File: src/design/frfm_pkg.sv
// constants, register map and flag carriers for the fault record block
package frfm_pkg;

    // clock rate and debounce times
    localparam int unsigned CLK_KHZ     = 200_000;
    localparam int unsigned DEB_A_MS    = 200;
    localparam int unsigned DEB_B_MS    = 320;
    localparam int unsigned DEB_C_MS    = 600;
    localparam int unsigned DEB_A_CYC   = DEB_A_MS * CLK_KHZ;
    localparam int unsigned DEB_B_CYC   = DEB_B_MS * CLK_KHZ;
    localparam int unsigned DEB_C_CYC   = DEB_C_MS * CLK_KHZ;
    localparam int unsigned DEB_CNT_W   = 32;

    // debounce selector codes
    localparam logic [1:0] DEB_SEL_NONE = 2'h0;
    localparam logic [1:0] DEB_SEL_A    = 2'h1;
    localparam logic [1:0] DEB_SEL_B    = 2'h2;

    // register addresses on the management port
    localparam logic [15:0] ADDR_DEBOUNCE  = 16'hFE05;
    localparam logic [15:0] ADDR_RECORD    = 16'hFE07;
    localparam logic [15:0] ADDR_BLANK_A   = 16'hFE08;
    localparam logic [15:0] ADDR_BLANK_B   = 16'hFE09;
    localparam logic [15:0] ADDR_PG_MASK   = 16'hFE0A;
    localparam logic [15:0] ADDR_LINE_MASK = 16'hFE0B;

    // reset values
    localparam logic [7:0] RST_MASK     = 8'h00;
    localparam logic [7:0] RST_DEBOUNCE = 8'h00;
    localparam logic [7:0] RST_RDATA    = 8'h00;
    localparam logic [3:0] CODE_NONE    = 4'h0;

    // field positions
    localparam int REC_CUR_LSB    = 0;
    localparam int REC_PREV_LSB   = 4;
    localparam int DEB_PG_FALL    = 0;
    localparam int DEB_PG_RISE    = 2;
    localparam int DEB_LINE_FALL  = 4;
    localparam int DEB_LINE_RISE  = 6;
    localparam int BA_FAST_OV     = 7;
    localparam int BA_OVERLOAD    = 6;
    localparam int BA_IN_OC       = 5;
    localparam int BA_IN_OFF      = 4;
    localparam int BA_IN_OV       = 3;
    localparam int BA_OT          = 2;
    localparam int BA_OUT_UV      = 1;
    localparam int BA_OUT_OV      = 0;
    localparam int BB_FAST_OC     = 0;
    localparam int NUM_FAULTS     = 11;

    // coded faults, bit index is the fault code minus one
    typedef struct packed {
        logic core_2v5_overvoltage_fault;
        logic supply_3v3_overvoltage_fault;
        logic fast_overcurrent_fault;
        logic fast_overvoltage_fault;
        logic overload_fault;
        logic input_overcurrent_fault;
        logic input_undervoltage_fault;
        logic input_overvoltage_fault;
        logic overtemperature_fault;
        logic output_undervoltage_fault;
        logic output_overvoltage_fault;
    } frfm_fault_t;

    // flags checked for power good, in mask bit order
    typedef struct packed {
        logic output_undervoltage_fault;
        logic output_overvoltage_warning;
        logic fast_overvoltage_fault;
        logic overload_fault;
        logic fast_overcurrent_fault;
        logic input_overcurrent_fault;
        logic overtemperature_fault;
        logic fast_loop_flag;
    } frfm_pg_flags_t;

    // flags checked for line status, in mask bit order
    typedef struct packed {
        logic input_undervoltage_fault;
        logic input_undervoltage_warning;
        logic input_overcurrent_fault;
        logic input_overcurrent_warning;
        logic fast_overcurrent_fault;
        logic line_period_error_flag;
        logic brownout_flag;
        logic inrush_flag;
    } frfm_line_flags_t;

    // management port request
    typedef struct packed {
        logic        wr;
        logic        rd;
        logic [15:0] addr;
        logic [7:0]  wdata;
    } frfm_bus_t;

    // record state machine
    typedef enum logic [1:0] {
        ST_ARMED    = 2'b01,
        ST_CAPTURED = 2'b10
    } frfm_state_t;

endpackage : frfm_pkg

File: src/design/frfm_top.sv
// fault record, soft-start blanking and status pin flag masking
//
// Behaviour
// - shutdown fault code into record low nibble
// - preceding fault code into record high nibble
// - soft start ignores flags with blank bit
// - blank register A bit map for faults
// - blank register B bit0 blanks fast overcurrent
// - power good uses only unmasked flags
// - power good mask bit map
// - line status uses only unmasked flags
// - line status mask bit map
// - both pin edges debounced, four settings
`timescale 1ns/100ps
`default_nettype none
module frfm_top
    import frfm_pkg::*;
#(
    parameter int unsigned CNT_W = DEB_CNT_W,
    parameter int unsigned CYC_A = DEB_A_CYC,
    parameter int unsigned CYC_B = DEB_B_CYC,
    parameter int unsigned CYC_C = DEB_C_CYC
) (
    // clock, reset, enable
    input  wire logic             clk,
    input  wire logic             sys_rst,
    input  wire logic             ce,
    // management register port
    input  wire frfm_bus_t        bus,
    output var  logic [7:0]       rdata_reg,
    output var  logic             rvalid_reg,
    // protection flags from the detectors
    input  wire frfm_fault_t      faults,
    input  wire logic             input_off_flag,
    input  wire logic             softstart_active,
    input  wire logic             restart_req,
    // status flags for the pins
    input  wire frfm_pg_flags_t   pg_flags,
    input  wire frfm_line_flags_t line_flags,
    // outputs
    output var  logic             shutdown_reg,
    output var  logic             input_off_trip_reg,
    output var  logic             power_good_pin,
    output var  logic             line_status_pin
);

    // pick the lowest code among set bits, CODE_NONE when empty;
    // the scan runs downward so the last hit is the lowest index,
    // and faults raised in one cycle resolve to the smaller code
    function automatic logic [3:0] lowest_code(
        input logic [NUM_FAULTS-1:0] v
    );
        logic [3:0] c;
        c = CODE_NONE;
        for (int i = NUM_FAULTS - 1; i >= 0; i--) begin
            if (v[i]) begin
                c = 4'(i + 1);
            end
        end
        return c;
    endfunction : lowest_code

    // configuration registers, all cleared by reset;
    // the debounce selectors live in the same set
    logic [7:0] blank_a_reg;
    logic [7:0] blank_a_next;
    logic [7:0] blank_b_reg;
    logic [7:0] blank_b_next;
    logic [7:0] pg_mask_reg;
    logic [7:0] pg_mask_next;
    logic [7:0] line_mask_reg;
    logic [7:0] line_mask_next;
    logic [7:0] debounce_reg;
    logic [7:0] debounce_next;
    logic [7:0] rdata_next;
    logic       rvalid_next;

    // record state; eff_prev_reg holds last cycle's live faults,
    // so an onset is a fault live now and not before
    frfm_state_t     state_reg;
    frfm_state_t     state_next;
    logic [7:0]      record_reg;
    logic [7:0]      record_next;
    logic [3:0]      last_code_reg;
    logic [3:0]      last_code_next;
    frfm_fault_t     eff_prev_reg;
    frfm_fault_t     eff_prev_next;
    logic            shutdown_next;
    logic            input_off_trip_next;

    // combinational helpers, none of them registered;
    // they feed the capture stage and the pin filters
    frfm_fault_t           blank_vec;
    frfm_fault_t           eff;
    logic [NUM_FAULTS-1:0] rise;
    logic                  pg_raw_ok;
    logic                  line_raw_ok;

    // management writes; the record address has no write path and
    // unmapped addresses drop the write without any answer
    always_comb begin
        blank_a_next   = blank_a_reg;
        blank_b_next   = blank_b_reg;
        pg_mask_next   = pg_mask_reg;
        line_mask_next = line_mask_reg;
        debounce_next  = debounce_reg;

        if (bus.wr) begin
            case (bus.addr)
                ADDR_BLANK_A:   blank_a_next   = bus.wdata;
                ADDR_BLANK_B:   blank_b_next   = bus.wdata;
                ADDR_PG_MASK:   pg_mask_next   = bus.wdata;
                ADDR_LINE_MASK: line_mask_next = bus.wdata;
                ADDR_DEBOUNCE:  debounce_next  = bus.wdata;
                default:        ;
            endcase
        end
    end

    // read data lands one cycle after the strobe; unmapped reads zero
    // data holds between reads so a late sample still sees it
    always_comb begin
        rdata_next  = rdata_reg;
        rvalid_next = bus.rd;

        if (bus.rd) begin
            case (bus.addr)
                ADDR_RECORD:    rdata_next = record_reg;
                ADDR_BLANK_A:   rdata_next = blank_a_reg;
                ADDR_BLANK_B:   rdata_next = blank_b_reg;
                ADDR_PG_MASK:   rdata_next = pg_mask_reg;
                ADDR_LINE_MASK: rdata_next = line_mask_reg;
                ADDR_DEBOUNCE:  rdata_next = debounce_reg;
                default:        rdata_next = RST_RDATA;
            endcase
        end
    end

    // register stage for the management port; masks clear at reset,
    // so every flag is checked and none blanked until software says so
    always_ff @(posedge clk or posedge sys_rst) begin
        if (sys_rst) begin
            blank_a_reg   <= RST_MASK;
            blank_b_reg   <= RST_MASK;
            pg_mask_reg   <= RST_MASK;
            line_mask_reg <= RST_MASK;
            debounce_reg  <= RST_DEBOUNCE;
            rdata_reg     <= RST_RDATA;
            rvalid_reg    <= 1'b0;
        end else if (ce) begin
            blank_a_reg   <= blank_a_next;
            blank_b_reg   <= blank_b_next;
            pg_mask_reg   <= pg_mask_next;
            line_mask_reg <= line_mask_next;
            debounce_reg  <= debounce_next;
            rdata_reg     <= rdata_next;
            rvalid_reg    <= rvalid_next;
        end
    end

    // blank vector from the two soft-start registers; input off has
    // no code, so its blank bit acts on the trip path instead, and the
    // two supply overvoltage faults and input undervoltage have no blank bit at all
    always_comb begin
        blank_vec = '0;

        blank_vec.fast_overvoltage_fault    = blank_a_reg[BA_FAST_OV];
        blank_vec.overload_fault            = blank_a_reg[BA_OVERLOAD];
        blank_vec.input_overcurrent_fault   = blank_a_reg[BA_IN_OC];
        blank_vec.input_overvoltage_fault   = blank_a_reg[BA_IN_OV];
        blank_vec.overtemperature_fault     = blank_a_reg[BA_OT];
        blank_vec.output_undervoltage_fault = blank_a_reg[BA_OUT_UV];
        blank_vec.output_overvoltage_fault  = blank_a_reg[BA_OUT_OV];
        blank_vec.fast_overcurrent_fault    = blank_b_reg[BB_FAST_OC];
    end

    // blanking only while soft start runs
    // a fault held through soft start shows as an onset once blanking
    // ends or its blank bit is cleared, and may then trip at once
    always_comb begin
        eff  = softstart_active ? (faults & ~blank_vec) : faults;
        rise = eff & ~eff_prev_reg;
    end

    // capture machine: first live fault trips and freezes the record;
    // capture works on levels, so a fault still standing when restart
    // is asked for trips again on the edge after the rearm
    always_comb begin
        state_next     = state_reg;
        record_next    = record_reg;
        shutdown_next  = shutdown_reg;
        eff_prev_next  = eff;
        last_code_next = last_code_reg;

        // input off blanked, carries no code
        input_off_trip_next = input_off_flag &
            ~(softstart_active & blank_a_reg[BA_IN_OFF]);

        // newest fault onset, the candidate for the preceding code
        if (|rise) begin
            last_code_next = lowest_code(rise);
        end

        case (state_reg)
            ST_ARMED: begin
                if (|eff) begin
                    state_next    = ST_CAPTURED;
                    shutdown_next = 1'b1;
                    // shutdown cause, lowest code wins a tie
                    record_next[REC_CUR_LSB +: 4] = lowest_code(eff);
                    // fault seen just before the cause
                    record_next[REC_PREV_LSB +: 4] = last_code_reg;
                end
            end

            ST_CAPTURED: begin
                // record stays until the next capture overwrites it
                if (restart_req) begin
                    state_next    = ST_ARMED;
                    shutdown_next = 1'b0;
                end
            end

            // an unused code rearms rather than hangs
            default: begin
                state_next    = ST_ARMED;
                shutdown_next = 1'b0;
            end
        endcase
    end

    // register stage for the record; record clears to zero
    // and the onset tracker forgets any fault seen before reset
    always_ff @(posedge clk or posedge sys_rst) begin
        if (sys_rst) begin
            state_reg          <= ST_ARMED;
            record_reg         <= {CODE_NONE, CODE_NONE};
            last_code_reg      <= CODE_NONE;
            eff_prev_reg       <= '0;
            shutdown_reg       <= 1'b0;
            input_off_trip_reg <= 1'b0;
        end else if (ce) begin
            state_reg          <= state_next;
            record_reg         <= record_next;
            last_code_reg      <= last_code_next;
            eff_prev_reg       <= eff_prev_next;
            shutdown_reg       <= shutdown_next;
            input_off_trip_reg <= input_off_trip_next;
        end
    end

    // pin decisions from unmasked flags only; with every mask bit set
    // a pin reads good whatever the flags, so a careless mask hides
    // real faults from the host
    always_comb begin
        pg_raw_ok   = ~|(pg_flags & ~pg_mask_reg);

        line_raw_ok = ~|(line_flags & ~line_mask_reg);
    end

    // power good pin filter
    // counters are wide enough for the longest hold at the system clock
    frfm_debounce #(
        .CNT_W (CNT_W),
        .CYC_A (CYC_A),
        .CYC_B (CYC_B),
        .CYC_C (CYC_C)
    ) u_pg_deb (
        .clk      (clk),
        .sys_rst  (sys_rst),
        .ce       (ce),
        .raw_ok   (pg_raw_ok),
        .rise_sel (debounce_reg[DEB_PG_RISE +: 2]),
        .fall_sel (debounce_reg[DEB_PG_FALL +: 2]),
        .pin_reg  (power_good_pin)
    );

    // line status pin filter, same encoding; its four selector bits
    // share the register with the power good pair
    frfm_debounce #(
        .CNT_W (CNT_W),
        .CYC_A (CYC_A),
        .CYC_B (CYC_B),
        .CYC_C (CYC_C)
    ) u_line_deb (
        .clk      (clk),
        .sys_rst  (sys_rst),
        .ce       (ce),
        .raw_ok   (line_raw_ok),
        .rise_sel (debounce_reg[DEB_LINE_RISE +: 2]),
        .fall_sel (debounce_reg[DEB_LINE_FALL +: 2]),
        .pin_reg  (line_status_pin)
    );

endmodule : frfm_top
`default_nettype wire

File: src/design/frfm_debounce.sv
// two-way debounce filter for one status pin
`timescale 1ns/100ps
`default_nettype none
module frfm_debounce
    import frfm_pkg::*;
#(
    parameter int unsigned CNT_W = DEB_CNT_W,
    parameter int unsigned CYC_A = DEB_A_CYC,
    parameter int unsigned CYC_B = DEB_B_CYC,
    parameter int unsigned CYC_C = DEB_C_CYC
) (
    // clock and reset
    input  wire logic       clk,
    input  wire logic       sys_rst,
    input  wire logic       ce,
    // level and settings
    input  wire logic       raw_ok,
    input  wire logic [1:0] rise_sel,
    input  wire logic [1:0] fall_sel,
    // filtered level
    output var  logic       pin_reg
);

    logic [CNT_W-1:0] cnt_reg;
    logic [CNT_W-1:0] cnt_next;
    logic             pin_next;
    logic [1:0]       sel;
    logic [CNT_W-1:0] target;

    // hold time for the pending direction; zero flips on the next edge
    always_comb begin
        sel = pin_reg ? fall_sel : rise_sel;
        case (sel)
            DEB_SEL_NONE: target = '0;
            DEB_SEL_A:    target = CNT_W'(CYC_A - 1);
            DEB_SEL_B:    target = CNT_W'(CYC_B - 1);
            default:      target = CNT_W'(CYC_C - 1);
        endcase
    end

    // count while the input disagrees, restart on any agreement
    always_comb begin
        pin_next = pin_reg;
        cnt_next = '0;
        if (raw_ok != pin_reg) begin
            if (cnt_reg >= target) begin
                pin_next = raw_ok;
            end else begin
                cnt_next = cnt_reg + CNT_W'(1);
            end
        end
    end

    // registers; pin shows not-ok from reset
    always_ff @(posedge clk or posedge sys_rst) begin
        if (sys_rst) begin
            cnt_reg <= '0;
            pin_reg <= 1'b0;
        end else if (ce) begin
            cnt_reg <= cnt_next;
            pin_reg <= pin_next;
        end
    end

endmodule : frfm_debounce
`default_nettype wire

File: config.mk
export PLATFORM = sky130hd
export DESIGN_NAME = frfm_top
export DESIGN_NICKNAME = d
export VERILOG_FILES = /design/src/design/frfm_pkg.sv /design/src/design/frfm_top.sv /design/src/design/frfm_debounce.sv
export SDC_FILE = /design/constraint.sdc
export NUM_CORES = 1
export LEC_CHECK = 0
export ABC_CLOCK_PERIOD_IN_PS = 4300
export BUFFER_PORTS_ARGS = -buffer_cell sky130_fd_sc_hd__buf_2
export CAP_MARGIN = 20
export CORE_MARGIN = 1
export CORE_UTILIZATION = 43
export DETAILED_ROUTE_END_ITERATION = 16
export MAX_ROUTING_LAYER = met4
export PLACE_DENSITY_LB_ADDON = 0.12
export SLEW_MARGIN = 20
export SYNTH_ARGS = -nofsm -noshare
export SYNTH_HDL_FRONTEND = slang
export SYNTH_HIERARCHICAL = 1
export SYNTH_SLANG_ARGS = --single-unit
File: constraint.sdc
create_clock -name clk -period 4.3 [get_ports clk]
set_input_delay 0.86 -clock clk [delete_from_list [all_inputs] [get_ports clk]]
set_output_delay 0.86 -clock clk [all_outputs]
set_load 0.01 [all_outputs]
# Word level (Yosys, flattened, before mapping)
# Index checks and enable logic that the tools add are counted.
# op_classes
n_addsub,2
n_lt_le_gt_ge,2
eq_ne,16
n_mux,38
bitwise,11
reduce_logical,19
# op_table
cell,count
27-bit one-hot mux with 3 select lines,2
32-bit two-way mux,4
16-bit equality test (second input constant),6
4-bit two-way mux,22
32-bit by 1-bit adder with 32-bit output (second input constant),2
32-bit by 27-bit greater-or-equal comparator with 1-bit output,2
8-bit one-hot mux with 6 select lines,1
3-bit AND reduction,9
11-bit AND,2
11-bit OR reduction,2
8-bit AND,2
8-bit inverter,2
8-bit OR reduction,2
11-bit two-way mux,1
11-bit inverter,1
9-bit inverter with 11-bit output,1
2-bit two-way mux,4
2-bit by 1-bit equality test with 1-bit output (second input constant),3
2-bit equality test (second input constant),3
2-bit logical NOT,2
2-bit inequality test (second input constant),2
2-bit one-hot mux with 2 select lines,1
2-bit AND reduction,2
1-bit AND,2
other kinds (5),8
# word_totals
register_bits,142
inputBits,59
output_inout_bits,13
wordCells,115

# Logic depth before layout (Yosys ltp)
# depth
ltp_word,15
ltp_mapped,15

# Modules after synthesis
# The synthesis kept the hierarchy.
# by_module_without_submodules
module,n_inst,cells_each,area_per_inst_um2,seq_area_each_um2
frfm_top,1,349,3911.3,1878.1
frfm_debounce (u_pg_deb),1,276,2442.3,825.8
frfm_debounce (u_line_deb),1,274,2406.1,825.8

# Least setup slack after synthesis
# Ideal clock, no wire load.
# synth_timing
kind,register -> register
startpoint,reg u_pg_deb.pin_reg
endpoint,reg u_pg_deb.cnt_reg[18]
arrival_time_ps,3118
slack_ps,1081
stages_incl_launch_ff,16
path_buffers,3
period_less_slack_ps,3219
path_cell_list,dfrtp_1 > clkbuf_1 > mux2i_1 > inv_1 > ha_1 > inv_1 > ha_1 > a211oi_1 > a21oi_1 > o221ai_1 > and3_1 > and2_1 > buf_2 > nand3_2 > buf_4 > o311ai_2
# synth_via
elab_chain_len,6
# synth_rtl
item,line,source
start: declaration,frfm_debounce.sv:21,output var logic pin_reg
start signal: assignment,frfm_debounce.sv:61,pin_reg <= pin_next;
2-bit two-way mux,frfm_debounce.sv:32,sel = pin_reg ? fall_sel : rise_sel;
2-bit equality test (tied with other cells),frfm_debounce.sv:33,case (sel)
27-bit one-hot mux with 3 select lines,frfm_debounce.sv:33,
32-bit by 27-bit greater-or-equal comparator with 1-bit output,frfm_debounce.sv:46,if (cnt_reg >= target) begin
32-bit two-way mux,frfm_debounce.sv:46,
32-bit two-way mux (*),frfm_debounce.sv:45,if (raw_ok != pin_reg) begin
end signal: assignment,frfm_debounce.sv:60,cnt_reg <= cnt_next;
end: declaration,frfm_debounce.sv:24,logic [CNT_W-1:0] cnt_reg;
# Mark *: on every way between the ends. The rest lies on a longest branch, timed or not.
# A chain may end at the register's enable or synchronous reset.

# Final worst setup path
# layout_timing
startpoint,reg u_pg_deb.pin_reg
endpoint,reg u_pg_deb.cnt_reg[25]
# The elaborated chain is that of the path after synthesis.

==> impl_metrics.csv <==
group,metric,value,unit
run_status,outcome,"finished clean",
floorplanning,die_height,145,um
setup_path,timing.critical_path.fanout_max,17,
placement,gpl.final_weighted_congestion,0.840,
global_routing,via_count_of_the_first_global_routing_pass,6587,
pwr,combPwrFrac,9.5,%
floorplanning,core_area,19700,sq um
synthesis,synthDistinctLibCells,83,
cells_and_area,antennaDiodeCount,0,
setup_path,critical-path-top-delay-family,"compound AO/OA/AOI/OAI gates",
detailed_routing,avgViaCountPerCell,5.63,
pwr,static-leakage-power,0.00439,uW
synthesis,netlist_top_cells_area,"dfrtp_1 (40%), mux2_2 (8.6%), ha_1 (6.0%)",
timing,fin_worst_skew,13.2,ps
synthesis,yosys_warnings,6,
timing,finalHoldViolCount,0,
synthesis,yosys_register_bits,141,
clocking,cts.repair_timing.setup_buffer_count,0,
pwr,vdd_ir_drop_max,0.000278,V
synthesis,post_synth_instance_area,8760,sq um
detailed_routing,routed_wl,21600,um
pwr,power.density_cell_area,322,nW/um^2
timing,setup_total_negative_slack,0,ps
clocking,ctsResizeCount,0,
detailed_routing,vias,6960,
global_routing,grt_pass1_wl,35200,um
synthesis,synthesis.instances,899,
cells_and_area,ff_latch_area,3530,sq um
clocking,cts.path.max_buffers,2,
pwr,internal-power,2340,uW
pwr,swShare,26.5,%
clocking,clock_tree.htree_level_count,4,
synthesis,synth.most_common_cell,"dfrtp_1",
placement,post-place-ws,607,ps
setup_path,cp.required,4610,ps
setup_path,arrival_time_at_the_worst_endpoint,4000,ps
timing,grt_setup_unrepaired,"no",
timing,timing_worst_slew_pin_value,894,ps
synthesis,synth_sequential_area_ratio,40.3,%
cells_and_area,drive_gt1_share,23.2,%
synthesis,post_synth_most_frequent_cells,"dfrtp_1 (140), nor2_1 (68), inv_1 (67), mux2_2 (67), nand2_1 (64)",
setup_path,cp_slowest_stage_delay,510,ps
setup_path,critical_path.startpoint_type,"flop",
pwr,p_switching,842,uW
synthesis,yosys.area.top_type,"dfrtp_1",
detailed_routing,post-route-drc-count,0,
timing,period_needed,3690,ps
floorplanning,floorplan.die_area,20900,sq um
synthesis,synth.net_count,1000,
flow_run,maxCapViolCount,0,
floorplanning,die_w,145,um
clocking,cts_buffers,17,
global_routing,grt_remaining_overflow,0,
pwr,power_frac_seq,45.4,%
floorplanning,rows,51,
setup_path,cp_num_buf_inv,3,
placement,buffer_ports.inserted,71,
clocking,cts_tree,"built",
synthesis,synth_ff_type,"dfrtp_1",
synthesis,synth_edf_count,0,
synthesis,netlist.area_leader.share,40.0,%
cells_and_area,multi_input_comb_area,4740,sq um
synthesis,proportion_of_register_bits_with_asynchronous_set_or_reset_after_synthesis,100,%
cells_and_area,layout-area-overhead-vs-synth,12.8,%
detailed_routing,post_drt_wl_per_cell,17.5,um
setup_path,end_kind,"flop",
detailed_routing,drt_first_iter_violations,376,
timing,layout_worst_path_cycle_share,85.8,%
timing,maxSlewViolCount,0,
setup_path,critPathSlowestCell,"mux2i_1",
clocking,path_clk_slew,60,ps
clocking,cts_hold_buf,0,
clocking,clock_latency,430,ps
cells_and_area,final_net_count,1059,
worst_hold_path,timing.hold.worst.class,"reg -> reg",
clocking,clock-sinks,141,
setup_path,timing.critical_path.cells,"mux2i_1 -> inv_1 -> ha_1 -> inv_1 -> ha_1 -> a211oi_1 -> a21oi_1 -> o221ai_1 -> and3_1 -> and2_1 -> buf_4 -> nand3_2 -> o311ai_1",
detailed_routing,final_antenna_net_count,0,
detailed_routing,first_pass_iters,5,
global_routing,antenna_found_initial,0,
timing,clock.fmax,271,MHz
placement,hpwlAfterDp,15800,um
timing,maxSlewHeadroom,40.3,%
timing,layout_setup_ws,612,ps
synthesis,syn_avg_cell_area,9.74,sq um
pwr,clock_power_share,45.1,%
floorplanning,initial_core_utilization,44.4,%
timing,setup_viol_count_final,0,
clocking,clockRootBuffer,"clkbuf_16",
floorplanning,design.portCount,72,
global_routing,grt_use_total,22.8,%
global_routing,largest_net_degree_at_the_start_of_global_routing,51,
setup_path,setup.worst_path.class,"reg -> reg",
cells_and_area,fillCellCount,1856,
## cell usage in the layout (no fill, tap or decap), types with 5 or more instances in the layout
cell type  instances
o31ai_1            6
inv_1             66
ha_1              42
o21ai_0           26
nor3_1             9
clkbuf_16         17
buf_4             13
nor4_1            10
buf_2             71
a21bo_2            5
a211oi_1           6
a311oi_1           6
o221ai_1           6
o311ai_1           7
xor2_1            16
nor2_1            68
nand3_2            5
dfrtp_1          140
nand2b_1           9
mux2i_1           13
nor2b_1           18
nand2_1           64
nand3_1           30
nand4b_1           6
o22ai_1           21
a31oi_1           16
and4_1             7
and3_1             8
o2bb2ai_1          6
xnor2_1           16
nand4_1           32
a21oi_1           31
mux2_2            67
## stage by stage
stage / cells / hold slack (ps) / cell area (sq um) / util (%) / power, uW
3_3_place_gp: 1204 / 481 / 9320 / 47.2 / 1780
3_5_place_dp: 1204 / 486 / 9320 / 47.2 / 1780
4_1_cts: 1236 / 506 / 9880 / 50.1 / 3220
6_report: 1236 / 500 / 9880 / 50.1 / 3180
2_1_floorplan: 899 / 460 / 8760 / - / 1650
5_1_grt: 1236 / 520 / 9880 / 50.1 / 3310
## cells by family after synthesis
kind of cell / synth area share, %
buffers and inverters: 5.61
flip-flops: 40.3
multiplexers: 10.4
adder cells (fa/ha/maj): 6.00
XOR/XNOR: 3.20
AO/OA/AOI/OAI: 14.8
AND/OR/NAND/NOR: 19.8
## final timing paths
check                                        from                     end  slack (ps)  cells past startpoint
hold / removal             u_line_deb/cnt_reg[30]  u_line_deb/cnt_reg[30]         500                      1
min in group asynchronous                 sys_rst        u_pg_deb/pin_reg         560                      3
max in group asynchronous                 sys_rst          blank_a_reg[1]        2810                      3
setup reg to reg                 u_pg_deb/pin_reg    u_pg_deb/cnt_reg[25]         610                     13
hold reg to reg            u_line_deb/cnt_reg[30]  u_line_deb/cnt_reg[30]         500                      1
setup / recovery                 u_pg_deb/pin_reg    u_pg_deb/cnt_reg[25]         610                     13
## routing by layer
metal  wire length [um]  track usage (%)
met5                  0                -
met4                290             6.48
met3                655             3.92
met2              10200             35.0
met1              10500             30.9
## power by group through the flow
stage | Sequential (uW) | Combinational [uW] | Clock (uW)
after global routing | 1450 | 339 | 1520
after detailed placement | 1470 | 307 | 0
after global placement | 1470 | 305 | 0
after CTS | 1450 | 309 | 1460
final | 1440 | 302 | 1430
after floorplan | 1460 | 196 | 0
## layout make-up
| class | count | share of cell area, % |
|---|---|---|
| sequential | 141 | 35.7 |
| tap | 265 | 3.36 |
| timing repair buffer | 84 | 4.58 |
| inverter | 70 | 2.67 |
| clock buffer | 18 | 4.34 |
| multi-input combinational | 644 | 48.0 |
| clock inverter | 14 | 1.37 |
No activity file was read; power rests on OpenSTA's default activity.
